<file path="src/shared/pfa_pkg.sv">
package pfa_pkg;
  // ----------------------------------------
  // widths and reset values
  // ----------------------------------------
  localparam int PIN_COUNT = 8;
  localparam int SYNC_STAGES = 2;
  localparam logic CTRL_RESET = 1'h0;
  localparam logic FORCED_OFF = 1'h0;
  localparam logic IOE_DRIVE = 1'h0;
  localparam logic IOE_RELEASE = 1'h1;
  localparam int RC_DIV_HALF = 2;

  // ----------------------------------------
  // pin function selection, ranked by claim
  // ----------------------------------------
  typedef enum logic [2:0] {
    PFA_GEN_IN = 3'h0,
    PFA_GEN_OUT = 3'h1,
    PFA_ALT_IN = 3'h2,
    PFA_ALT_OUT = 3'h3,
    PFA_LCD = 3'h4,
    PFA_OSC = 3'h5
  } pfa_func_t;

  function automatic logic pfa_pulls_allowed(input pfa_func_t f);
    return (f != PFA_LCD) && (f != PFA_OSC);
  endfunction
endpackage

</file>
<file path="src/rtl/pfa_pin_slice.sv">
// one pin: function selection, control gating, input sync and change detect
module pfa_pin_slice
  import pfa_pkg::*;
(
  // clock and reset
  input wire logic clk_in,
  input wire logic resetn_in,
  // claims and controls
  input wire logic alt_out_claim_in,
  input wire logic alt_out_level_in,
  input wire logic alt_in_claim_in,
  input wire logic lcd_claim_in,
  input wire logic osc_claim_in,
  input wire logic gpio_dir_out_in,
  input wire logic gpio_level_in,
  input wire logic wake_en_in,
  input wire logic pull_high_en_in,
  input wire logic pull_low_en_in,
  input wire logic open_drain_en_in,
  input wire logic port_read_in,
  // pin side
  input wire logic pin_in,
  output logic pin_out,
  output logic pin_oe_n_out,
  output logic pull_high_out,
  output logic pull_low_out,
  // core side
  output logic level_out,
  output logic change_out,
  output pfa_func_t func_out
);
  logic [SYNC_STAGES-1:0] sync_q;
  logic seen_q;
  pfa_func_t func_d;
  logic drive_level;
  logic wants_drive;

  // ----------------------------------------
  // function priority
  // ----------------------------------------
  always_comb begin
    if (osc_claim_in) begin
      func_d = PFA_OSC;
    end else if (lcd_claim_in) begin
      func_d = PFA_LCD;
    end else if (alt_out_claim_in) begin
      func_d = PFA_ALT_OUT;
    end else if (alt_in_claim_in) begin
      func_d = PFA_ALT_IN;
    end else if (gpio_dir_out_in) begin
      func_d = PFA_GEN_OUT;
    end else begin
      func_d = PFA_GEN_IN;
    end
  end
  assign func_out = func_d;

  // ----------------------------------------
  // output drive and pull gating
  // ----------------------------------------
  always_comb begin
    wants_drive = (func_d == PFA_ALT_OUT) || (func_d == PFA_GEN_OUT);
    drive_level = (func_d == PFA_ALT_OUT) ? alt_out_level_in : gpio_level_in;
    pin_out = drive_level;
    // open drain drives only the low level
    if (!wants_drive || (open_drain_en_in && drive_level)) begin
      pin_oe_n_out = IOE_RELEASE;
    end else begin
      pin_oe_n_out = IOE_DRIVE;
    end
    pull_high_out = pfa_pulls_allowed(func_d) ? pull_high_en_in : FORCED_OFF;
    pull_low_out = pfa_pulls_allowed(func_d) ? pull_low_en_in : FORCED_OFF;
  end

  // ----------------------------------------
  // input sync and change latch
  // ----------------------------------------
  always_ff @(posedge clk_in or negedge resetn_in) begin
    if (!resetn_in) begin
      sync_q <= '0;
    end else begin
      sync_q <= {sync_q[SYNC_STAGES-2:0], pin_in};
    end
  end
  assign level_out = sync_q[SYNC_STAGES-1];

  always_ff @(posedge clk_in or negedge resetn_in) begin
    if (!resetn_in) begin
      seen_q <= 1'h0;
    end else if (port_read_in) begin
      seen_q <= sync_q[SYNC_STAGES-1];
    end
  end

  // wake only from general input with the enable set
  assign change_out = (func_d == PFA_GEN_IN) && wake_en_in
                      && (sync_q[SYNC_STAGES-1] != seen_q);
endmodule

</file>
<file path="src/rtl/pfa_pin_function_arbiter.sv">
module pfa_pin_function_arbiter
  import pfa_pkg::*;
#(
  parameter int PINS = PIN_COUNT
) (
  // clock and reset
  input wire logic clk_in,
  input wire logic resetn_in,
  // software controls
  input wire logic ctrl_we_in,
  input wire logic [PINS-1:0] wake_en_wr_in,
  input wire logic [PINS-1:0] pull_high_wr_in,
  input wire logic [PINS-1:0] pull_low_wr_in,
  input wire logic [PINS-1:0] open_drain_wr_in,
  input wire logic [PINS-1:0] gpio_dir_out_in,
  input wire logic [PINS-1:0] gpio_level_in,
  input wire logic port_read_in,
  // function claims
  input wire logic [PINS-1:0] alt_out_claim_in,
  input wire logic [PINS-1:0] alt_out_level_in,
  input wire logic [PINS-1:0] alt_in_claim_in,
  input wire logic [PINS-1:0] lcd_claim_in,
  input wire logic [PINS-1:0] osc_claim_in,
  // core state
  input wire logic sleeping_in,
  input wire logic rc_mode_in,
  // pins
  input wire logic [PINS-1:0] pin_in,
  output logic [PINS-1:0] pin_out,
  output logic [PINS-1:0] pin_oe_n_out,
  output logic [PINS-1:0] pull_high_out,
  output logic [PINS-1:0] pull_low_out,
  output logic main_oscillator_output_out,
  output logic main_oscillator_output_oe_n_out,
  // core side
  output logic [PINS-1:0] port_level_out,
  output logic [PINS-1:0] pin_change_out,
  output logic wake_out,
  output logic core_reset_out,
  output logic [PINS-1:0] wake_en_out
);
  logic [PINS-1:0] wake_en_q;
  logic [PINS-1:0] pull_high_q;
  logic [PINS-1:0] pull_low_q;
  logic [PINS-1:0] open_drain_q;
  logic wake_q;
  logic [1:0] rst_sync_q;
  logic [1:0] div_q;
  logic icyc_q;

  // ----------------------------------------
  // software control bits
  // ----------------------------------------
  always_ff @(posedge clk_in or negedge resetn_in) begin
    if (!resetn_in) begin
      wake_en_q <= {PINS{CTRL_RESET}};
      pull_high_q <= {PINS{CTRL_RESET}};
      pull_low_q <= {PINS{CTRL_RESET}};
      open_drain_q <= {PINS{CTRL_RESET}};
    end else if (ctrl_we_in) begin
      wake_en_q <= wake_en_wr_in;
      pull_high_q <= pull_high_wr_in;
      pull_low_q <= pull_low_wr_in;
      open_drain_q <= open_drain_wr_in;
    end
  end
  assign wake_en_out = wake_en_q;

  // ----------------------------------------
  // per-pin slices
  // ----------------------------------------
  genvar gi;
  generate
    for (gi = 0; gi < PINS; gi++) begin : g_pin
      pfa_pin_slice u_slice (
        .clk_in(clk_in),
        .resetn_in(resetn_in),
        .alt_out_claim_in(alt_out_claim_in[gi]),
        .alt_out_level_in(alt_out_level_in[gi]),
        .alt_in_claim_in(alt_in_claim_in[gi]),
        .lcd_claim_in(lcd_claim_in[gi]),
        .osc_claim_in(osc_claim_in[gi]),
        .gpio_dir_out_in(gpio_dir_out_in[gi]),
        .gpio_level_in(gpio_level_in[gi]),
        .wake_en_in(wake_en_q[gi]),
        .pull_high_en_in(pull_high_q[gi]),
        .pull_low_en_in(pull_low_q[gi]),
        .open_drain_en_in(open_drain_q[gi]),
        .port_read_in(port_read_in),
        .pin_in(pin_in[gi]),
        .pin_out(pin_out[gi]),
        .pin_oe_n_out(pin_oe_n_out[gi]),
        .pull_high_out(pull_high_out[gi]),
        .pull_low_out(pull_low_out[gi]),
        .level_out(port_level_out[gi]),
        .change_out(pin_change_out[gi]),
        .func_out()
      );
    end
  endgenerate

  // ----------------------------------------
  // wake request
  // ----------------------------------------
  always_ff @(posedge clk_in or negedge resetn_in) begin
    if (!resetn_in) begin
      wake_q <= 1'h0;
    end else begin
      wake_q <= sleeping_in && (|pin_change_out);
    end
  end
  assign wake_out = wake_q;

  // ----------------------------------------
  // reset hold
  // ----------------------------------------
  always_ff @(posedge clk_in or negedge resetn_in) begin
    if (!resetn_in) begin
      rst_sync_q <= 2'h0;
    end else begin
      rst_sync_q <= {rst_sync_q[0], 1'h1};
    end
  end
  assign core_reset_out = !rst_sync_q[1];

  // ----------------------------------------
  // instruction clock out in rc mode
  // ----------------------------------------
  always_ff @(posedge clk_in or negedge resetn_in) begin
    if (!resetn_in) begin
      div_q <= 2'h0;
      icyc_q <= 1'h0;
    end else if (div_q == 2'(RC_DIV_HALF - 1)) begin
      div_q <= 2'h0;
      icyc_q <= !icyc_q;
    end else begin
      div_q <= div_q + 2'h1;
    end
  end
  assign main_oscillator_output_out = icyc_q;
  assign main_oscillator_output_oe_n_out = rc_mode_in ? IOE_DRIVE : IOE_RELEASE;

  // ----------------------------------------
  // checks
  // ----------------------------------------
  property p_wake_forced;
    @(posedge clk_in) disable iff (!resetn_in)
    (|(pin_change_out & (alt_in_claim_in | alt_out_claim_in | lcd_claim_in
      | osc_claim_in | gpio_dir_out_in))) == 1'b0;
  endproperty
  a_wake_forced: assert property (p_wake_forced) else $error("wake not forced off");

  property p_pull_forced;
    @(posedge clk_in) disable iff (!resetn_in)
    ((pull_high_out | pull_low_out) & (lcd_claim_in | osc_claim_in)) == '0;
  endproperty
  a_pull_forced: assert property (p_pull_forced) else $error("pull not forced off");

  property p_wake_follows;
    @(posedge clk_in) disable iff (!resetn_in)
    (sleeping_in && |pin_change_out) |=> wake_out;
  endproperty
  a_wake_follows: assert property (p_wake_follows) else $error("wake missed");

  property p_alt_out_wins;
    @(posedge clk_in) disable iff (!resetn_in)
    (alt_out_claim_in[0] && !lcd_claim_in[0] && !osc_claim_in[0] && !open_drain_q[0])
      |-> (!pin_oe_n_out[0] && pin_out[0] == alt_out_level_in[0]);
  endproperty
  a_alt_out_wins: assert property (p_alt_out_wins) else $error("alt output lost");

  property p_rc_clock;
    @(posedge clk_in) disable iff (!resetn_in)
    rc_mode_in |-> !main_oscillator_output_oe_n_out;
  endproperty
  a_rc_clock: assert property (p_rc_clock) else $error("rc clock not driven");

  property p_ctrl_hold;
    @(posedge clk_in) disable iff (!resetn_in)
    !ctrl_we_in |=> $stable(wake_en_q) && $stable(pull_high_q);
  endproperty
  a_ctrl_hold: assert property (p_ctrl_hold) else $error("control changed unwritten");

  property p_reset_release;
    @(posedge clk_in) disable iff (!resetn_in)
    $rose(rst_sync_q[0]) |-> core_reset_out ##1 !core_reset_out;
  endproperty
  a_reset_release: assert property (p_reset_release) else $error("reset hold wrong");

  property p_ph_pass;
    @(posedge clk_in) disable iff (!resetn_in)
    (!lcd_claim_in[0] && !osc_claim_in[0]) |-> pull_high_out[0] == pull_high_q[0];
  endproperty
  a_ph_pass: assert property (p_ph_pass) else $error("pull-high not passed");

  property p_reset_hold;
    @(posedge clk_in)
    !resetn_in |-> core_reset_out;
  endproperty
  a_reset_hold: assert property (p_reset_hold) else $error("reset not held");

  property p_ctrl_cleared;
    @(posedge clk_in)
    !resetn_in |-> (wake_en_q | pull_high_q | pull_low_q | open_drain_q) == '0;
  endproperty
  a_ctrl_cleared: assert property (p_ctrl_cleared) else $error("controls not cleared");

  property p_alt_in_wins;
    @(posedge clk_in) disable iff (!resetn_in)
    (alt_in_claim_in[0] && !alt_out_claim_in[0] && !lcd_claim_in[0] && !osc_claim_in[0])
      |-> pin_oe_n_out[0];
  endproperty
  a_alt_in_wins: assert property (p_alt_in_wins) else $error("alt input lost");
endmodule

</file>
<file path="config.mk">
export PLATFORM = sky130hd
export DESIGN_NAME = pfa_pin_function_arbiter
export DESIGN_NICKNAME = d
export VERILOG_FILES = /design/src/shared/pfa_pkg.sv /design/src/rtl/pfa_pin_slice.sv /design/src/rtl/pfa_pin_function_arbiter.sv
export SDC_FILE = /design/constraint.sdc
export NUM_CORES = 1
export LEC_CHECK = 0
export BUFFER_PORTS_ARGS = -buffer_cell sky130_fd_sc_hd__buf_2
export CAP_MARGIN = 5
export CORE_MARGIN = 2
export CORE_UTILIZATION = 47
export CTS_CLUSTER_SIZE = 10
export DETAILED_ROUTE_END_ITERATION = 8
export HOLD_SLACK_MARGIN = 0.12
export PLACE_DENSITY = 0.91
export SLEW_MARGIN = 10
export SYNTH_ARGS = -nofsm -noshare
export SYNTH_HDL_FRONTEND = slang
export SYNTH_SLANG_ARGS = --single-unit
</file>
<file path="constraint.sdc">
create_clock -name clk_in -period 4 [get_ports clk_in]
set_clock_uncertainty 0.2 [all_clocks]
set_input_delay 0.8 -clock clk_in [delete_from_list [all_inputs] [get_ports clk_in]]
set_output_delay 0.8 -clock clk_in [all_outputs]
set_load 0.005 [all_outputs]
</file>
# Word-level counts from Yosys, hierarchy flattened
# Cells that the tools add are included.
[totals]
regBits = 62
out_inout_bits = 60
word_cells = 208
[classes]
add_sub_neg = 1
eq_ne = 41
n_mux = 74
reduce_logical = 68
[ops]
columns = ["operator", "n"]
rows = [
  ["3-bit two-way mux", 32],
  ["3-bit inequality test (second input constant)", 16],
  ["1-bit two-way mux", 41],
  ["1-bit logical AND", 33],
  ["3-bit by 1-bit equality test with 1-bit output (second input constant)", 8],
  ["3-bit by 2-bit equality test with 1-bit output (second input constant)", 8],
  ["3-bit zero test", 8],
  ["1-bit logical OR", 16],
  ["1-bit zero test", 10],
  ["1-bit inequality test", 8],
  ["8-bit OR reduction", 1],
  ["2-bit by 1-bit adder with 2-bit output (second input constant)", 1],
  ["2-bit by 1-bit equality test with 1-bit output (second input constant)", 1],
  ["2-bit two-way mux", 1],
]

# Depth between registers and ports, before layout
# Gate-level depths: netlist (run 1).
[logic_depth]
word_depth = 10
mapped_depth = 5
mapped_depth_nobuf = 4

# By module
# Synthesis (run 1) repeated with hierarchy kept, for this count alone.
[unflattened]
cells_unflattened = 252
area_unflattened_um2 = 3153.0
[modules_own_cells]
columns = ["mod", "n_inst", "cells_each", "area_per_inst_um2", "seq_area_each_um2"]
rows = [
  ["pfa_pin_slice", 8, 21, 200.2, 75.1],
  ["pfa_pin_function_arbiter", 1, 84, 1551.5, 950.9],
]

# Worst setup path after synthesis (run 1)
# No wires, ideal clock.
[synth_timing]
path_type = "input to output"
start = "input osc_claim_in[0]"
end = "output pin_oe_n_out[0]"
arrival_ns = 1.592
path_slack_ns = 1.408
path_stages = 5
path_buffers = 1
cell_sequence = "nor2_2 nand2_1 mux2_4 a21o_1 buf_4"
[synth_via]
elab_chain_len = 6
word_cells_on_any_way = 9
classes_between = "eq/ne: 2; mux: 3; reduce/logical: 4"
[synth_rtl]
columns = ["element", "line", "rtl"]
rows = [
  ["start, declared", "pfa_pin_function_arbiter.sv:23", "input wire logic [PINS-1:0] osc_claim_in,"],
  ["3-bit two-way mux", "pfa_pin_slice.sv:42", "if (osc_claim_in) begin"],
  ["3-bit by 2-bit equality test with 1-bit output", "pfa_pin_slice.sv:63", "drive_level = (func_d == PFA_ALT_OUT) ? alt_out_level_in : gpio_level_in;"],
  ["1-bit two-way mux", "pfa_pin_slice.sv:63", ""],
  ["net g_pin[0].u_slice.pin_out", "pfa_pin_slice.sv:23", "output logic pin_out,"],
  ["1-bit logical AND", "pfa_pin_slice.sv:66", "if (!wants_drive || (open_drain_en_in && drive_level)) begin"],
  ["1-bit logical OR", "pfa_pin_slice.sv:66", ""],
  ["1-bit two-way mux", "pfa_pin_slice.sv:66", ""],
  ["end, declared", "pfa_pin_function_arbiter.sv:30", "output logic [PINS-1:0] pin_oe_n_out,"],
]
# The timed path passes the listed nets, and every way through them passes these cells.

# Worst setup path after layout (run 1)
[layout_timing]
start = "input osc_claim_in[3]"
end = "output pin_oe_n_out[3]"
[layout_via]
elab_chain_len = 6
word_cells_on_any_way = 9
classes_between = "eq/ne: 2; mux: 3; reduce/logical: 4"
[layout_rtl]
columns = ["element", "line"]
rows = [
  ["3-bit two-way mux (*)", "pfa_pin_slice.sv:42"],
  ["3-bit by 2-bit equality test with 1-bit output or 3-bit by 1-bit equality test with 1-bit output (tied branches)", "pfa_pin_slice.sv:62, pfa_pin_slice.sv:63"],
  ["1-bit two-way mux or 1-bit logical OR (tied branches)", "pfa_pin_slice.sv:63, pfa_pin_slice.sv:62"],
  ["1-bit logical AND or 1-bit zero test (tied branches)", "pfa_pin_slice.sv:66"],
  ["1-bit logical OR (*)", "pfa_pin_slice.sv:66"],
  ["1-bit two-way mux (*)", "pfa_pin_slice.sv:66"],
]
# Every way passes the cells marked *; elsewhere a longest branch is shown, timed or not.

==> impl_metrics.yaml, run 1 <==
power_and_ir_drop:
  p_leak_uw: 0.00198
  peakVddDrop_mv: 0.242
  powerDensity_nw_per_um2: 381
cts:
  cts_buffers: 9
  clk_latency_ns: 0.34
  cts_tree: "done"
  cts.repair.resized: 0
  cts_root_buf: "clkbuf_8"
  postCtsSetupRepairBufs: 0
  clock-sinks: 62
  clkTransAtPathRegs_ns: 0.07
  clk_path_buf_depth: 2
  ctsHoldBuffers: 0
  h-tree-depth: 3
synthesis:
  async_reset_ff_share_pct: 100
  synth_edf_count: 0
  syn_nets: 363
  synth-seq-area-share_pct: 49.2
  synthFlopType: "dfrtp_1"
  yosysUniqueCellTypes: 22
  synth_seq_cells: 62
  synth-warning-count: 0
  syn_inst: 261
  synth_area_per_cell_um2: 12.1
  syn_area_um2: 3150
route:
  routed_via_density: 4.91
  drt_iter0_drc: 55
  drt_wl_total_um: 6350
  vias: 2236
  postRouteAntennaNets: 0
  wl_per_cell_um: 14.0
  drtPass1Iterations: 8
  drt_drc_violations_left: 13
global_route:
  grt_pass1_vias: 2299
  grt_pass1_wl_um: 10100
  gr-total-overflow: 0
  grt_max_degree: 44
  antenna_found_initial: 0
  track_usage_pct: 17.9
floorplan:
  dieArea_um2: 7370
  start_util_pct: 49.1
  rows: 29
  core_area_um2: 6420
  io_pins: 162
  die_h_um: 85.9
  die_w_um: 85.9
sta:
  fin_crit_ns: 2.81
  hold_viol: 0
  fmax_mhz: 356
  rsz0062_at_grt: "false"
  relSlewSlack_pct: 38.8
  setup_violations: 0
  setup_tns_ns: 0
  slew_viol_final: 0
  worst_pin_slew_ns: 0.918
  layout_setup_ws_ns: 1.19
  post-route-period-util_pct: 70.3
setup_path:
  critPathCapture: "pin_oe_n_out[3]"
  cp-start-kind: "input pin"
  r2r_start: "g_pin[7].u_slice.seen_q$_DFFE_PN0P_"
  crit_arrival_ns: 1.81
  r2r_cells: 4
  end_kind: "output port"
  path_class: "in2out"
  worstPathRequired_ns: 3.00
  regToRegSetupSlack_ns: 2.25
  timing.rr.end: "wake_out$_DFF_PN0_"
  setup.worst_path.start: "osc_claim_in[3]"
  cp_max_fo: 5
run_status:
  status: "finished with violations"
  violations: "DRC"
run:
  drv_cap: 0
layout:
  area_growth_pct: 21.0
  nFillCells: 567
  final_cell_mix: "161 x buf_2, 62 x dfrtp_1, 32 x mux2_1"
  antenna_cells: 0
  num-nets-final: 475
  drive_above_1_share_pct: 53.4
  final_common_cell: "buf_2"
  fin_area_um2: 3810
worst_hold_path:
  min_path_type: "reg2reg"
  hold_depth: 0
placed_design:
  post-place-ws_ns: 1.18
  gp_congestion: 0.771
  dp_hpwl_um: 5010
  place_area_um2: 3610
  io_buffers: 161
## metal layers
metal | GRT usage [%] | share of wire, % | vias to the layer above
met5 | 0 | 0 | -
met4 | 8.08 | 1.5 | 0
met3 | 6.35 | 8.3 | 13
met2 | 32.5 | 53 | 99
met1 | 18.3 | 37 | 1075
li1 | - | - | 1049
## power by group
group / leakage, µW / internal (µW) / switching (µW)
sequential: 0.000729 / 677 / 26.3
combinational: 0.00115 / 112 / 82.2
clock: 0.000101 / 296 / 260
total: 0.00198 / 1080 / 369
## how the worst min path moves through the flow
| stage | start | slack (ns) | end |
|---|---|---|---|
| detailed placement | g_pin[5].u_slice.sync_q[0]$_DFF_PN0_ | 0.14 | g_pin[5].u_slice.sync_q[1]$_DFF_PN0_ |
| global route | g_pin[4].u_slice.sync_q[0]$_DFF_PN0_ | 0.16 | g_pin[4].u_slice.sync_q[1]$_DFF_PN0_ |
| floorplan | g_pin[0].u_slice.sync_q[0]$_DFF_PN0_ | 0.13 | g_pin[0].u_slice.sync_q[1]$_DFF_PN0_ |
| global placement | g_pin[3].u_slice.sync_q[0]$_DFF_PN0_ | 0.13 | g_pin[3].u_slice.sync_q[1]$_DFF_PN0_ |
| finish | g_pin[0].u_slice.sync_q[0]$_DFF_PN0_ | 0.15 | g_pin[0].u_slice.sync_q[1]$_DFF_PN0_ |
| CTS | g_pin[0].u_slice.sync_q[0]$_DFF_PN0_ | 0.15 | g_pin[0].u_slice.sync_q[1]$_DFF_PN0_ |
## synthesized netlist by cell type, drive strengths merged (2+ instances only)
cell type	number	area share, %
and3	8	1.6
buf	60	14
nor2b	9	1.8
nor4	2	0.40
nor4b	8	2.2
mux2	48	18
dfrtp	62	49
o21ai	8	1.3
nor2	8	1.6
a21o	8	1.9
nand2	8	0.95
and2	16	3.2
inv	3	0.36
xor2	8	2.2
## area by class of cell
class                      count  area, µm²  share of cell area, %
multi-input combinational    135       1140                   29.8
tap                           77       96.3                   2.53
clock inverter                 7       81.3                   2.13
clock buffer                   9        124                   3.25
inverter                       3       11.3                  0.295
timing repair buffer         162        813                   21.3
sequential                    62       1550                   40.7
## kinds of logic (layout without fill, tap and decap cells)
family,after synthesis,after routing,synth area share [%]
DFF,62,62,49.2
AOI/OAI and AO/OA,17,17,3.42
and+or+nand+nor,60,60,11.9
buffers and inverters,64,181,14.7
other,1,1,0.119
xor gates and xnor gates,9,9,2.50
muxes,48,48,18.1
## sequential cells by signal (all words and copies together) (netlist names)
register	cells
main_oscillator_output_out	1
wake_en_out	8
g_pin.u_slice.sync_q	16
pull_high_q	8
g_pin.u_slice.seen_q	8
open_drain_q	8
div_q	2
pull_low_q	8
rst_sync_q	2
wake_out	1
## through the flow
stage                     utilization, %  hold WS, ns  cells  power (µW)
after detailed placement            56.2        0.136    439         914
after global routing                59.4        0.162    455        1530
final                               59.4        0.152    455        1450
after CTS                           59.4        0.155    455        1480
after global placement              56.2        0.132    439         903
after floorplan                        -        0.131    261         838
## critical path, cell delays in order
cell	delay [ns]
buf_2	0.11
nor2_2	0.19
nand2_1	0.10
mux2_4	0.30
a21o_1	0.19
buf_2	0.13
(Power assumes the default switching activity.)
==> run 2: changes to the inputs <==
- CORE_UTILIZATION: 47 -> 41
- PLACE_DENSITY: 0.91 -> 0.85
- clock period: 4 -> 2.5 ns (I/O delays scaled with it)
==> run 2 against run 1 <==
The run now ends clean; first-iteration DRC count grew 11%; sequential share of layout area shrank 1.4 points; global-route usage shrank 0.88 points; setup slack lost 0.87 ns; sequential power grew 61%; non-clock buffer count grew 12; combinational power grew 72%; final cell count grew 7.5%; critical endpoint is now pin_oe_n_out[0].
==> impl_metrics.yaml, run 2 (synthesis results as in run 1) <==
run_status:
  status: "complete, no violations"
setup_path:
  worstPathRequired_ns: 1.80
  cp_max_fo: 5
  end_kind: "output port"
  cp_common_cell: "buf_2"
  crit_slowest_cell: "mux2_4"
  path_class: "in2out"
  crit_chain: "buf_2, nor2_2, nand2_1, mux2_4, a21o_1, buf_2"
  cpPeakStageDelay_ns: 0.30
  cp-start-kind: "input pin"
  path_delay_family: "multiplexers"
  path_buf_inv: 2
  crit_arrival_ns: 1.48
global_route:
  grt_pass1_wl_um: 11200
  use_met2_pct: 29.6
  use_met3_pct: 6.41
  grt_max_degree: 40
  track_usage_pct: 17.0
  gr-total-overflow: 0
  antenna_found_initial: 0
  met1_usage_pct: 19.4
  busiest_layer: "met2"
  grt_pass1_vias: 2390
layout:
  drive_above_1_share_pct: 52.6
  area_growth_pct: 25.3
  final_common_cell: "buf_2"
  final_cell_mix: "161 x buf_2, 62 x dfrtp_1, 32 x mux2_1"
  largest_reg_flops: 16
  fin_area_um2: 3950
  antenna_cells: 0
  num-nets-final: 487
  top_register: "g_pin.u_slice.sync_q"
floorplan:
  start_util_pct: 43.0
  rows: 31
  core_area_um2: 7330
  die_w_um: 91.7
  die_h_um: 91.7
  io_pins: 162
  dieArea_um2: 8400
placed_design:
  dp_hpwl_um: 5280
  io_buffers: 161
  post-place-ws_ns: 0.315
  place_area_um2: 3680
  gp_congestion: 0.747
cts:
  cts_root_buf: "clkbuf_8"
  clock-sinks: 62
  cts_buffers: 9
  clk_latency_ns: 0.32
  cts_tree: "done"
  clkTransAtPathRegs_ns: 0.07
  h-tree-depth: 3
  clk_path_buf_depth: 2
route:
  drtPass1Iterations: 4
  drt_wl_total_um: 6900
  wl_per_cell_um: 14.1
  routed_via_density: 4.66
  drt_iter0_drc: 61
  drt_drc_violations_left: 0
  postRouteAntennaNets: 0
  vias: 2279
sta:
  setup_violations: 0
  fin_crit_ns: 2.18
  relSlewSlack_pct: 61.9
  hold_viol: 0
  worst_pin_slew_ns: 0.572
  fmax_mhz: 459
  slew_viol_final: 0
  post-route-period-util_pct: 87.2
  layout_setup_ws_ns: 0.319
  rsz0062_at_grt: "false"
  setup_tns_ns: 0
worst_hold_path:
  min_path_type: "reg2reg"
run:
  drv_cap: 0
power_and_ir_drop:
  peakVddDrop_mv: 0.469
  p_leak_uw: 0.00202
  powerDensity_nw_per_um2: 563
==> run 2: path summary, 6_finish.rpt <==
path | from | end | slack (ns) | cells after the start
min reg2reg | g_pin[4].u_slice.sync_q[0]$_DFF_PN0_ | g_pin[4].u_slice.sync_q[1]$_DFF_PN0_ | 0.15 | 0
max | osc_claim_in[0] | pin_oe_n_out[0] | 0.32 | 6
max reg2reg | g_pin[7].u_slice.seen_q$_DFFE_PN0P_ | wake_out$_DFF_PN0_ | 0.77 | 4
min in group asynchronous | resetn_in | open_drain_q[2]$_DFFE_PN0P_ | 0.50 | 2
min | g_pin[4].u_slice.sync_q[0]$_DFF_PN0_ | g_pin[4].u_slice.sync_q[1]$_DFF_PN0_ | 0.15 | 0
max in group asynchronous | resetn_in | g_pin[1].u_slice.sync_q[1]$_DFF_PN0_ | 0.99 | 3
==> run 2: timing repair <==
item	CTS	global route
hold buffers	9	0
hold endpoints to repair	31	0
endpoints found under the setup margin	0	0
resized for setup	0	0
setup buffers	0	0
==> run 2: worst reg2reg max path, cell delays in order (launching register included) <==
cell and delay, ns:
dfrtp_1 0.39, xor2_1 0.15, and3_1 0.21, nor4_1 0.50, a21boi_1 0.14
==> run 2: power breakdown <==
group | switching, µW | internal, µW | total, µW
Clock | 383 | 381 | 764
Sequential | 42.6 | 1080 | 1130
Combinational | 137 | 195 | 333
Total | 563 | 1660 | 2220
==> run 2: cell type report <==
class,count,area [µm²]
inverters,3,11.3
clock inverters,6,37.5
well taps,99,124
flip-flops and latches,62,1550
clock buffers,10,138
multi-input cells,135,1140
fillers,645,3380
repair buffers,174,951
==> run 2: routing by layer <==
layer,vias up,wire [µm]
met5,-,0
met4,0,114
met3,11,638
met2,111,3490
met1,1087,2660
li1,1070,-
==> run 2: through the flow <==
stage / util, % / total power [µW] / hold slack (ns) / std cells
after floorplan: - / 1340 / 0.00441 / 261
after CTS: 53.9 / 2270 / 0.151 / 489
final: 53.9 / 2220 / 0.150 / 489
after detailed placement: 50.2 / 1470 / 0.136 / 464
after global placement: 50.2 / 1460 / 0.132 / 464
after global routing: 53.9 / 2360 / 0.155 / 489
